### config.mk
export PLATFORM = sky130hd
export DESIGN_NAME = rsc_master_flat
export DESIGN_NICKNAME = d
export VERILOG_FILES = /design/src/rtl/rsc_pkg.sv /design/src/rtl/rsc_link_if.sv /design/src/rtl/rsc_req_fifo.sv /design/src/rtl/rsc_master.sv /design/src/flat_wrapper.sv
export SDC_FILE = /design/constraint.sdc
export NUM_CORES = 1
export LEC_CHECK = 0
export ABC_AREA = 1
export BUFFER_PORTS_ARGS = -buffer_cell sky130_fd_sc_hd__clkbuf_2
export CORE_MARGIN = 3
export CORE_UTILIZATION = 30
export CTS_CLUSTER_DIAMETER = 30
export CTS_CLUSTER_SIZE = 10
export DETAILED_ROUTE_END_ITERATION = 16
export RECOVER_POWER = 100
export SETUP_SLACK_MARGIN = 0.3
export SYNTH_ARGS = -nofsm -noshare
export SYNTH_HDL_FRONTEND = slang
export SYNTH_HIERARCHICAL = 1
export SYNTH_SLANG_ARGS = --single-unit
### constraint.sdc
create_clock -name mclk_i -period 13.8 [get_ports mclk_i]
set_input_delay 0.69 -clock mclk_i [delete_from_list [all_inputs] [get_ports mclk_i]]
set_output_delay 0.69 -clock mclk_i [all_outputs]
set_load 0.1 [all_outputs]
### src/rtl/rsc_pkg.sv
// Operation
// - Procedure field: two control, two status bits
// - Master starts procedure by writing 3
// - Accepted procedure reads back 7
// - Good completion reads back 3
// - Failure sets error bit 3
// - Status word carries change bit 5
// - Master writes 0 to cancel procedure
// - Master polls without assuming any duration; tb reads the procedure word at fixed points, after a fixed number of updates
// - No procedures in startup parameter writes
// - Phases advance strictly 0 through 4
// - Phase roles: ring, address, cyclic, service, run
// - Optional pause after phase 2 completes
// - Cyclic data only after phase 4, fixed
// - Cyclic words set telegram length
// - Only operation data travels cyclically
// - One service word always in each telegram
// - One service word per update each way
// - Master initiates, drive only answers
// - One service request on ring at once
// - Sixteen-deep application queue, arrival order
// - Application queue before diagnostic requests
// - Service channel only after phase 2 done
// - Sync first, drive telegram, then data telegram
package rsc_pkg;
   // ==========================================================
   // Timing
   localparam int         CLK_NS     = 25;
   localparam int         UPDATE_US  = 100;
   localparam int         UPDATE_CYC = (UPDATE_US * 1000) / CLK_NS;
   localparam logic [11:0] TMR_LAST  = 12'(UPDATE_CYC - 1);
   localparam int         PROC_US    = 400;
   localparam int         PROC_UPD   = PROC_US / UPDATE_US;
   localparam logic [3:0] PTMR_INIT  = 4'(PROC_UPD);
   localparam logic [3:0] PTMR_ONE   = 4'h1;

   // ==========================================================
   // Sizes
   localparam int         QDEPTH     = 16;
   localparam int         QAW        = 4;
   localparam logic [4:0] QFULL      = 5'h10;
   localparam int         NCYC       = 4;
   localparam int         NPAR       = 8;
   localparam logic [2:0] CYC_MAX    = 3'h4;

   // ==========================================================
   // Phases; ncomp counts completed phases
   localparam logic [2:0] PH_CYC     = 3'h2;
   localparam logic [2:0] PH_LAST    = 3'h4;
   localparam logic [2:0] DONE_SVC   = 3'h3;
   localparam logic [2:0] DONE_ALL   = 3'h5;

   // ==========================================================
   // Procedure and status words
   localparam int          PB_SET     = 0;
   localparam int          PB_EN      = 1;
   localparam int          PB_EXEC    = 2;
   localparam int          PB_ERR     = 3;
   localparam int          SB_CHG     = 5;
   localparam logic [15:0] PROC_IDLE  = 16'h0000;
   localparam logic [15:0] PROC_START = 16'h0003;
   localparam logic [15:0] PROC_RUN   = 16'h0007;
   localparam logic [15:0] PROC_OK    = 16'h0003;
   localparam logic [15:0] PROC_FAIL  = 16'h000b;
   localparam logic [11:0] PROC_IDN   = 12'h106;
   localparam logic [15:0] PAR_RST    = 16'h0000;

   // ==========================================================
   // Service word control
   localparam logic [1:0] SC_NONE    = 2'h0;
   localparam logic [1:0] SC_HDR     = 2'h1;
   localparam logic [1:0] SC_DATA    = 2'h2;

   typedef enum logic [2:0] {
      EL_OPDATA = 3'h1,
      EL_NAME   = 3'h2,
      EL_ATTR   = 3'h3,
      EL_UNITS  = 3'h4,
      EL_MIN    = 3'h5,
      EL_MAX    = 3'h6
   } rsc_element_selector_t;

   typedef struct packed {
      logic        wr;
      rsc_element_selector_t   element_selector;
      logic [11:0] idn;
      logic [15:0] data;
   } rsc_req_t;

   typedef logic [NCYC-1:0][15:0] rsc_cyc_t;

   typedef enum logic [3:0] {
      U_IDLE = 4'b0001,
      U_MST  = 4'b0010,
      U_WAIT = 4'b0100,
      U_MDT  = 4'b1000
   } rsc_upd_t;

   typedef enum logic [1:0] {
      SV_IDLE = 2'b01,
      SV_HDR  = 2'b10
   } rsc_svc_t;
endpackage

### src/rtl/rsc_link_if.sv
`timescale 1ns/1ps
interface rsc_link_if;
   import rsc_pkg::*;
   logic           mst;
   logic [2:0]     phase;
   logic           at_valid;
   logic           at_ack;
   logic [15:0]    at_stat;
   logic [15:0]    at_svc;
   rsc_cyc_t       at_cyc;
   logic [2:0]     at_len;
   logic           mdt_valid;
   logic [1:0]     mdt_ctl;
   logic [15:0]    mdt_svc;
   rsc_cyc_t       mdt_cyc;
   logic [2:0]     mdt_len;

   modport master (
      output mst, phase, mdt_valid, mdt_ctl, mdt_svc, mdt_cyc, mdt_len,
      input  at_valid, at_ack, at_stat, at_svc, at_cyc, at_len
   );
   modport drive (
      input  mst, phase, mdt_valid, mdt_ctl, mdt_svc, mdt_cyc, mdt_len,
      output at_valid, at_ack, at_stat, at_svc, at_cyc, at_len
   );
endinterface

### src/rtl/rsc_req_fifo.sv
`timescale 1ns/1ps
module rsc_req_fifo (
   // Clock and reset
   input  wire logic              mclk_i,
   input  wire logic              rst_i,
   // Fill side
   input  wire logic              in_valid_i,
   input  wire rsc_pkg::rsc_req_t in_data_i,
   output logic                   in_ready_o,
   // Drain side
   output logic                   out_valid_o,
   input  wire logic              out_ready_i,
   output rsc_pkg::rsc_req_t      out_data_o
);
   import rsc_pkg::*;

   rsc_req_t       mem_q [QDEPTH];
   logic [QAW-1:0] wr_q;
   logic [QAW-1:0] rd_q;
   logic [QAW:0]   cnt_q;
   logic [QAW:0]   cnt_d;
   logic           push;
   logic           pop;

   assign push       = in_valid_i && in_ready_o;
   assign pop        = out_ready_i && out_valid_o;
   assign cnt_d      = cnt_q + {4'h0, push} - {4'h0, pop};
   assign out_data_o = mem_q[rd_q];

   always_ff @(posedge mclk_i or posedge rst_i) begin
      if (rst_i) begin
         wr_q        <= '0;
         rd_q        <= '0;
         cnt_q       <= '0;
         in_ready_o  <= 1'b1;
         out_valid_o <= 1'b0;
      end else begin
         if (push) begin
            wr_q <= wr_q + 4'h1;
         end
         if (pop) begin
            rd_q <= rd_q + 4'h1;
         end
         cnt_q       <= cnt_d;
         in_ready_o  <= cnt_d != QFULL;
         out_valid_o <= cnt_d != 5'h00;
      end
   end

   always_ff @(posedge mclk_i) begin
      if (push) begin
         mem_q[wr_q] <= in_data_i;
      end
   end
endmodule

### src/rtl/rsc_master.sv
`timescale 1ns/1ps
module rsc_master (
   // Clock and reset
   input  wire logic              mclk_i,
   input  wire logic              rst_i,
   // Ring link
   rsc_link_if.master             lnk,
   // Startup control
   input  wire logic              hold_i,
   input  wire logic [2:0]        cyc_words_i,
   output logic [2:0]             phase_o,
   output logic [2:0]             phase_done_o,
   // Cyclic data
   input  wire rsc_pkg::rsc_cyc_t cyc_cmd_i,
   output rsc_pkg::rsc_cyc_t      cyc_fb_o,
   output logic [15:0]            drv_stat_o,
   // Application requests
   input  wire logic              app_valid_i,
   input  wire rsc_pkg::rsc_req_t app_req_i,
   output logic                   app_ready_o,
   output logic                   app_reject_o,
   // Diagnostic tool requests
   input  wire logic              diag_valid_i,
   input  wire rsc_pkg::rsc_req_t diag_req_i,
   output logic                   diag_ready_o,
   // Results
   output logic                   res_valid_o,
   output logic                   res_diag_o,
   output logic [15:0]            res_data_o
);
   import rsc_pkg::*;

   rsc_upd_t    upd_q;
   rsc_upd_t    upd_d;
   rsc_svc_t    svc_q;
   rsc_svc_t    svc_d;
   logic [11:0] tmr_q;
   logic [2:0]  ncomp_q;
   logic [2:0]  phase_q;
   logic [2:0]  cyc_len_q;
   logic        mst_q;
   logic        mdt_q;
   logic [1:0]  mdt_ctl_q;
   logic [15:0] mdt_svc_q;
   rsc_cyc_t    mdt_cyc_q;
   logic [2:0]  mdt_len_q;
   rsc_req_t    cur_q;
   logic        cur_diag_q;
   rsc_req_t    diag_q;
   logic        dslot_q;
   logic        dslot_d;
   logic        tick;
   logic        at_seen;
   logic        mdt_go;
   logic        held;
   logic [2:0]  ph_w;
   logic        adv;
   logic        svc_ok;
   logic        q_valid;
   rsc_req_t    q_data;
   logic        take_app;
   logic        take_diag;
   logic        take;
   logic        finish;
   rsc_req_t    new_req;
   logic [1:0]  ctl_w;
   logic [15:0] svc_w;
   rsc_cyc_t    cyc_w;
   logic [2:0]  len_w;

   // ==========================================================
   // Application queue
   rsc_req_fifo u_queue (
      .mclk_i      (mclk_i),
      .rst_i       (rst_i),
      .in_valid_i  (app_valid_i),
      .in_data_i   (app_req_i),
      .in_ready_o  (app_ready_o),
      .out_valid_o (q_valid),
      .out_ready_i (take_app),
      .out_data_o  (q_data)
   );

   // ==========================================================
   // Update sequencing: sync, wait drive telegram, then data
   assign tick    = tmr_q == TMR_LAST;
   assign at_seen = (upd_q == U_WAIT) && lnk.at_valid;
   assign mdt_go  = (upd_q == U_WAIT) && (lnk.at_valid || tick);

   always_comb begin
      upd_d = upd_q;
      case (upd_q)
         U_IDLE: begin
            if (tick) begin
               upd_d = U_MST;
            end
         end
         U_MST:  upd_d = U_WAIT;
         U_WAIT: begin
            if (mdt_go) begin
               upd_d = U_MDT;
            end
         end
         U_MDT:  upd_d = U_IDLE;
         default: upd_d = U_IDLE;
      endcase
   end

   // ==========================================================
   // Phase stepping
   assign held   = hold_i && (ncomp_q == DONE_SVC);
   assign ph_w   = held ? PH_CYC : ((ncomp_q == DONE_ALL) ? PH_LAST : ncomp_q);
   assign adv    = at_seen && lnk.at_ack && (phase_q == ncomp_q);
   assign svc_ok = ncomp_q >= DONE_SVC;
   assign len_w  = (cyc_words_i > CYC_MAX) ? CYC_MAX : cyc_words_i;

   // ==========================================================
   // Service channel
   assign take_app  = mdt_go && (svc_q == SV_IDLE) && svc_ok && q_valid;
   assign take_diag = mdt_go && (svc_q == SV_IDLE) && svc_ok && !q_valid && dslot_q;
   assign take      = take_app || take_diag;
   assign finish    = mdt_go && (svc_q == SV_HDR);
   assign new_req   = q_valid ? q_data : diag_q;
   assign ctl_w     = take ? SC_HDR : (finish ? SC_DATA : SC_NONE);
   assign svc_w     = take ? {new_req.wr, new_req.element_selector, new_req.idn}
                           : (finish ? cur_q.data : 16'h0000);
   assign dslot_d   = (dslot_q && !take_diag) || (diag_valid_i && diag_ready_o);

   always_comb begin
      svc_d = svc_q;
      case (svc_q)
         SV_IDLE: begin
            if (take) begin
               svc_d = SV_HDR;
            end
         end
         SV_HDR: begin
            if (finish) begin
               svc_d = SV_IDLE;
            end
         end
         default: svc_d = SV_IDLE;
      endcase
   end

   // ==========================================================
   // Cyclic words, zero until phase 4 completes
   for (genvar i = 0; i < NCYC; i++) begin : g_cyc
      assign cyc_w[i] = ((ncomp_q == DONE_ALL) && (i < cyc_len_q)) ? cyc_cmd_i[i] : 16'h0000;
   end

   // ==========================================================
   // Registers
   always_ff @(posedge mclk_i or posedge rst_i) begin
      if (rst_i) begin
         upd_q   <= U_IDLE;
         svc_q   <= SV_IDLE;
         tmr_q   <= '0;
         ncomp_q <= '0;
         phase_q <= '0;
         mst_q   <= 1'b0;
      end else begin
         upd_q   <= upd_d;
         svc_q   <= svc_d;
         tmr_q   <= tick ? 12'h000 : tmr_q + 12'h001;
         mst_q   <= (upd_q == U_IDLE) && tick;
         if ((upd_q == U_IDLE) && tick) begin
            phase_q <= ph_w;
         end
         if (adv) begin
            ncomp_q <= ncomp_q + 3'h1;
         end
      end
   end

   // Init writes carry only the cyclic length, never a procedure
   always_ff @(posedge mclk_i or posedge rst_i) begin
      if (rst_i) begin
         cyc_len_q <= '0;
      end else if (adv && (ncomp_q == PH_CYC)) begin
         cyc_len_q <= len_w;
      end
   end

   always_ff @(posedge mclk_i or posedge rst_i) begin
      if (rst_i) begin
         mdt_q     <= 1'b0;
         mdt_ctl_q <= SC_NONE;
         mdt_svc_q <= '0;
         mdt_cyc_q <= '0;
         mdt_len_q <= '0;
      end else begin
         mdt_q <= mdt_go;
         if (mdt_go) begin
            mdt_ctl_q <= ctl_w;
            mdt_svc_q <= svc_w;
            mdt_cyc_q <= cyc_w;
            mdt_len_q <= cyc_len_q;
         end
      end
   end

   always_ff @(posedge mclk_i or posedge rst_i) begin
      if (rst_i) begin
         cur_q        <= '0;
         cur_diag_q   <= 1'b0;
         diag_q       <= '0;
         dslot_q      <= 1'b0;
         diag_ready_o <= 1'b1;
         app_reject_o <= 1'b0;
         res_valid_o  <= 1'b0;
         res_diag_o   <= 1'b0;
         res_data_o   <= '0;
      end else begin
         dslot_q      <= dslot_d;
         diag_ready_o <= !dslot_d;
         app_reject_o <= app_valid_i && !app_ready_o;
         if (diag_valid_i && diag_ready_o) begin
            diag_q <= diag_req_i;
         end
         if (take) begin
            cur_q      <= new_req;
            cur_diag_q <= take_diag;
         end
         res_valid_o <= finish;
         if (finish) begin
            res_diag_o <= cur_diag_q;
            res_data_o <= cur_q.wr ? cur_q.data : lnk.at_svc;
         end
      end
   end

   // Drive status keeps the change bit for polling software
   always_ff @(posedge mclk_i or posedge rst_i) begin
      if (rst_i) begin
         drv_stat_o <= '0;
         cyc_fb_o   <= '0;
      end else if (at_seen) begin
         drv_stat_o <= lnk.at_stat;
         if (ncomp_q == DONE_ALL) begin
            cyc_fb_o <= lnk.at_cyc;
         end
      end
   end

   assign lnk.mst       = mst_q;
   assign lnk.phase     = phase_q;
   assign lnk.mdt_valid = mdt_q;
   assign lnk.mdt_ctl   = mdt_ctl_q;
   assign lnk.mdt_svc   = mdt_svc_q;
   assign lnk.mdt_cyc   = mdt_cyc_q;
   assign lnk.mdt_len   = mdt_len_q;
   assign phase_o       = phase_q;
   assign phase_done_o  = ncomp_q;
endmodule

### src/flat_wrapper.sv
// flat-port wrapper written by rule: the top's interface ports become plain ports
module rsc_master_flat import rsc_pkg::*;
  (mclk_i, rst_i, hold_i, cyc_words_i, phase_o, phase_done_o, cyc_cmd_i, cyc_fb_o, drv_stat_o, app_valid_i, app_req_i, app_ready_o, app_reject_o, diag_valid_i, diag_req_i, diag_ready_o, res_valid_o, res_diag_o, res_data_o, lnk_mst, lnk_phase, lnk_mdt_valid, lnk_mdt_ctl, lnk_mdt_svc, lnk_mdt_cyc, lnk_mdt_len, lnk_at_valid, lnk_at_ack, lnk_at_stat, lnk_at_svc, lnk_at_cyc, lnk_at_len);
  rsc_link_if lnk_i ();
  input  wire logic mclk_i;
  input  wire logic rst_i;
  input  wire logic hold_i;
  input  wire logic [2:0] cyc_words_i;
  output logic [2:0] phase_o;
  output logic [2:0] phase_done_o;
  input  wire rsc_pkg::rsc_cyc_t cyc_cmd_i;
  output rsc_pkg::rsc_cyc_t cyc_fb_o;
  output logic [15:0] drv_stat_o;
  input  wire logic app_valid_i;
  input  wire rsc_pkg::rsc_req_t app_req_i;
  output logic app_ready_o;
  output logic app_reject_o;
  input  wire logic diag_valid_i;
  input  wire rsc_pkg::rsc_req_t diag_req_i;
  output logic diag_ready_o;
  output logic res_valid_o;
  output logic res_diag_o;
  output logic [15:0] res_data_o;
  output wire logic [$bits(lnk_i.mst)-1:0] lnk_mst;
  output wire logic [$bits(lnk_i.phase)-1:0] lnk_phase;
  output wire logic [$bits(lnk_i.mdt_valid)-1:0] lnk_mdt_valid;
  output wire logic [$bits(lnk_i.mdt_ctl)-1:0] lnk_mdt_ctl;
  output wire logic [$bits(lnk_i.mdt_svc)-1:0] lnk_mdt_svc;
  output wire logic [$bits(lnk_i.mdt_cyc)-1:0] lnk_mdt_cyc;
  output wire logic [$bits(lnk_i.mdt_len)-1:0] lnk_mdt_len;
  input wire logic [$bits(lnk_i.at_valid)-1:0] lnk_at_valid;
  input wire logic [$bits(lnk_i.at_ack)-1:0] lnk_at_ack;
  input wire logic [$bits(lnk_i.at_stat)-1:0] lnk_at_stat;
  input wire logic [$bits(lnk_i.at_svc)-1:0] lnk_at_svc;
  input wire logic [$bits(lnk_i.at_cyc)-1:0] lnk_at_cyc;
  input wire logic [$bits(lnk_i.at_len)-1:0] lnk_at_len;
  assign lnk_mst = lnk_i.mst;
  assign lnk_phase = lnk_i.phase;
  assign lnk_mdt_valid = lnk_i.mdt_valid;
  assign lnk_mdt_ctl = lnk_i.mdt_ctl;
  assign lnk_mdt_svc = lnk_i.mdt_svc;
  assign lnk_mdt_cyc = lnk_i.mdt_cyc;
  assign lnk_mdt_len = lnk_i.mdt_len;
  assign lnk_i.at_valid = lnk_at_valid;
  assign lnk_i.at_ack = lnk_at_ack;
  assign lnk_i.at_stat = lnk_at_stat;
  assign lnk_i.at_svc = lnk_at_svc;
  assign lnk_i.at_cyc = lnk_at_cyc;
  assign lnk_i.at_len = lnk_at_len;
  rsc_master u_core (.mclk_i(mclk_i), .rst_i(rst_i), .lnk(lnk_i), .hold_i(hold_i), .cyc_words_i(cyc_words_i), .phase_o(phase_o), .phase_done_o(phase_done_o), .cyc_cmd_i(cyc_cmd_i), .cyc_fb_o(cyc_fb_o), .drv_stat_o(drv_stat_o), .app_valid_i(app_valid_i), .app_req_i(app_req_i), .app_ready_o(app_ready_o), .app_reject_o(app_reject_o), .diag_valid_i(diag_valid_i), .diag_req_i(diag_req_i), .diag_ready_o(diag_ready_o), .res_valid_o(res_valid_o), .res_diag_o(res_diag_o), .res_data_o(res_data_o));
endmodule
==> out/qor.csv <==
stage;metric;value;unit
run_status;violations in the final reports;max-capacitance violations, max-slew violations;
power_and_ir_drop;Net Sw Power;0.001815;W
critical_path;Critical Path RT;14.48;ns
place;Post-DP HPWL;66560;um
grt;initial antenna violation count;33;
cts;TritonCTS clock tree;done;
cts;CTS sink count;792;
critical_path;CP Capture Type;flip-flop;
cells_and_area;Layout Nets;4167;
floorplan;Die ar.;117600;um2
detailed_routing;Total Wirelength;105700;um
cts;Clock Tree Root;clkbuf_16;
place;I/O Buffers;430;
critical_path;max incr delay on CP;2.40;ns
grt;gr ovfl total;0;
detailed_routing;First-pass DRT Iterations;5;
critical_path;Worst setup startpoint;u_core/u_queue/rd_q[0]$_DFFE_PP0P_;
job;Max Cap Viol;40;
grt;Tot GR Track Use;17.47;%
place;placed instance area;37630;um2
power_and_ir_drop;Max VDD drop;123.6;uV
critical_path;Crit-path slowest cell;clkbuf_1;
synthesis;Yosys top cell area share;45.13;%
synthesis;Post-Syn Area;34070;um2
critical_path;most used cell, CP;nand2_1;
sta;Fin Clk Skew;0.04070;ns
detailed_routing;Via-to-Cell Ratio;4.528;
synthesis;Commonest cells post-synth;1,049 x nand2_1, 543 x nand3_1, 534 x inv_1, 512 x edfxtp_1, 276 x dfrtp_1;
synthesis;Syn Nets;3705;
detailed_routing;# DRC;0;
floorplan;row cnt;122;
critical_path;Worst setup SP type;flip-flop;
power_and_ir_drop;Reg power frac;38.0;%
critical_path;Arr. time, crit path;8.69;ns
detailed_routing;Starting DRT DRC Count;1646;
critical_path;FF-to-FF path depth;11;
sta;min Tclk post-route;8.008;ns
cts;post_cts resized;0;
synthesis;Synth cell types;40;
cells_and_area;Util after Layout;38.38;%
cts;H-Tree Depth;4;
detailed_routing;routed vias;25150;
floorplan;Die X;343.0;um
grt;first-pass GRT wire length;153000;um
power_and_ir_drop;Comb pwr share;7.3;%
min_path;Tightest Hold Check Type;input port to async pin;
synthesis;Post-synth EDFFs;512;
synthesis;most frequent cell after synthesis;nand2_1;
critical_path;Worst setup endpoint;u_core/cur_q[9]$_DFFE_PP0N_;
critical_path;reg2reg end;u_core/cur_q[9]$_DFFE_PP0N_;
synthesis;Yosys warnings;6;
sta;final setup violation count;0;
cells_and_area;proportion of layout cells with a drive suffix above 1;14.03;%
cells_and_area;Design Area, Final;42880;um2
detailed_routing;drt wl/cell;19.03;um
grt;pin count of the biggest net entering global routing;128;
cts;CTS Hold Buffers Added;0;
sta;RSZ-0062 raised after global routing;false;
power_and_ir_drop;switching share of power;24.82;%
cts;Clock Tree Buf Depth;3;
power_and_ir_drop;Pwr per Cell Area;170.5;nW/um2
sta;fmax;0.1249;GHz
synthesis;Synth area leaders;edfxtp_1 45%, dfrtp_1 20%, nand2_1 12%;
synthesis;Gate Count Post-Synth;3452;
cells_and_area;P&R area growth vs syn;25.87;%
cts;CTS clk-pin slew, worst paths;0.05;ns
sta;Final WS setup;5.792;ns
critical_path;reg2reg start;u_core/u_queue/rd_q[0]$_DFFE_PP0P_;
floorplan;# IOs;434;
synthesis;synthesis-stage register bit count;792;
sta;fin crit share;58.03;%
grt;vias in the first global route;24380;
sta;Max Slew Vio Count;1456;
place;gpl congestion;0.8078;
floorplan;core area;111700;um2
power_and_ir_drop;Pleak;19.26;nW
run_status;status;finished with violations;
critical_path;CP Max Fanout;80;
sta;Setup TNS;0;ns
detailed_routing;Post-DRT Antenna Nets;0;
power_and_ir_drop;total internal power;0.005497;W
synthesis;average cell area after synthesis;9.869;um2
cts;Worst-Skew Late Latency;0.74;ns
cts;Post-CTS Repair Setup Buffers;0;
place;pre-CTS WS;9.399;ns
critical_path;reg2reg setup slack;5.79;ns
power_and_ir_drop;Clk pwr share;54.7;%
critical_path;worst path cell trace;clkbuf_1, clkbuf_1, or2_2, nand3_1, nand3_1, nand3_1, nand2_1, nand2_1, o21ai_0, nand2_1, nand2_1;
synthesis;Primary FF master, synth;edfxtp_1;
critical_path;Crit Path Class;flip-flop to flip-flop;
synthesis;sequential share of the synthesized area;65.71;%
sta;Tightest Pin Transition;5.875;ns
cts;clock buffer count from CTS;163;
sta;Final Hold Fails;0;
floorplan;Die Ht;343.0;um
synthesis;ys async rst share;35.35;%
floorplan;Initial Utilization;30.49;%
sta;Slew headroom;-293.8;%
power_and_ir_drop;total power draw;0.007311;W
synthesis;cell accounting for the most synthesized area;edfxtp_1;
logic make-up after synthesis:
group | share of synthesized area (%)
AOI/OAI and AO/OA | 2.755
xor gates and xnor gates | 0.3856
adders and majority gates | 0.6097
buffers and inverters | 8.657
DFF | 65.71
muxes | 0.02938
and+or+nand+nor | 21.85
routing by layer:
| layer | GRT usage, % | part of all wire, % | vias up |
|---|---|---|---|
| met5 | 0 | 0.15 | - |
| met4 | 6.881 | 3.8 | 26 |
| met1 | 19.98 | 38 | 11930 |
| li1 | - | - | 12090 |
| met3 | 4.767 | 7.7 | 235 |
| met2 | 30.90 | 50 | 872 |
power groups by stage:
stage	clock, W	combinational [W]	sequential [W]
floorplan	0	0.000271	0.00286
global placement	0	0.000558	0.00280
detailed placement	0	0.000567	0.00281
CTS	0.00407	0.000570	0.00277
global route	0.00420	0.000591	0.00279
finish	0.00400	0.000532	0.00278
per-stage QoR:
| stage | instances | hold WS [ns] |
|---|---|---|
| final | 5553 | 0.01009 |
| after global routing | 5544 | 0.03509 |
| after CTS | 5543 | 0.03386 |
| after detailed placement | 5237 | 0.4573 |
| after global placement | 5237 | 0.4536 |
| after floorplan | 3452 | 0.4481 |
cells in the final DEF (no fill, tap or decap), types with 3 or more instances in the layout:
cell type | synthesis | final
a21oi_1 | 8 | 8
buf_4 | 15 | 17
bufinv_16 | 0 | 20
clkbuf_1 | 56 | 271
clkbuf_16 | 0 | 163
clkbuf_2 | 2 | 200
clkbuf_8 | 0 | 12
clkinv_1 | 1 | 16
clkinv_16 | 0 | 6
clkinv_2 | 0 | 19
clkinv_4 | 0 | 19
clkinvlp_4 | 0 | 23
dfrtp_1 | 276 | 273
dfstp_2 | 4 | 3
diode_2 | 0 | 10
edfxtp_1 | 512 | 512
ha_1 | 15 | 15
inv_1 | 534 | 531
inv_16 | 0 | 5
inv_6 | 0 | 11
nand2_1 | 1049 | 1050
nand3_1 | 543 | 544
nor2_1 | 37 | 37
nor3_1 | 7 | 8
o21ai_0 | 145 | 170
or2_0 | 21 | 21
or2_1 | 4 | 4
or2_2 | 56 | 56
xnor2_1 | 3 | 3
xor2_1 | 12 | 12
cell type report:
cell class / instances / area [um2]
Antenna cell: 10 / 25.02
Clock buffer: 190 / 4300
Clock inverter: 116 / 1468
Fill cell: 10920 / 68860
Inverter: 539 / 2034
Multi-Input combinational cell: 1945 / 8710
Sequential cell: 792 / 22390
Tap cell: 1488 / 1862
Timing Repair Buffer: 473 / 2090
sequential cells by signal, summed over array words and instances (netlist names), 2 cells and up:
signal,count
u_core/cyc_len_q,3
u_core/svc_q,2
u_core/lnk.mdt_ctl,2
u_core/drv_stat_o,16
u_core/u_queue/rd_q,4
u_core/lnk.mdt_len,3
u_core/upd_q,4
u_core/tmr_q,12
u_core/cyc_fb_o,64
u_core/u_queue/cnt_q,5
u_core/u_queue/wr_q,4
u_core/phase_done_o,3
u_core/lnk.mdt_cyc,64
u_core/cur_q,17
u_core/lnk.mdt_svc,16
u_core/res_data_o,16
u_core/lnk.phase,3
u_core/diag_q,32
u_core/u_queue/mem_q,512
critical path, delay by kind of cell (launching register included):
kind	cells	cell delay [ns]
flops	1	2.17
compound gates	1	0.29
buf+inv	2	4.22
simple gates	8	1.07
how the worst min path moves through the flow:
stage | cells past startpoint | startpoint | end | slack, ns
floorplan | 2 | u_core/diag_q[15]$_DFFE_PP0P_ | u_core/diag_q[15]$_DFFE_PP0P_ | 0.45
global placement | 2 | u_core/cyc_fb_o[14]$_DFFE_PP0P_ | u_core/cyc_fb_o[14]$_DFFE_PP0P_ | 0.45
detailed placement | 2 | u_core/cyc_fb_o[46]$_DFFE_PP0P_ | u_core/cyc_fb_o[46]$_DFFE_PP0P_ | 0.46
CTS | 2 | rst_i | u_core/u_queue/rd_q[0]$_DFFE_PP0P_ | 0.03
global route | 2 | rst_i | u_core/u_queue/rd_q[0]$_DFFE_PP0P_ | 0.04
finish | 2 | rst_i | u_core/u_queue/cnt_q[1]$_DFF_PP0_ | 0.01
Power figures use the tool's default switching activity.
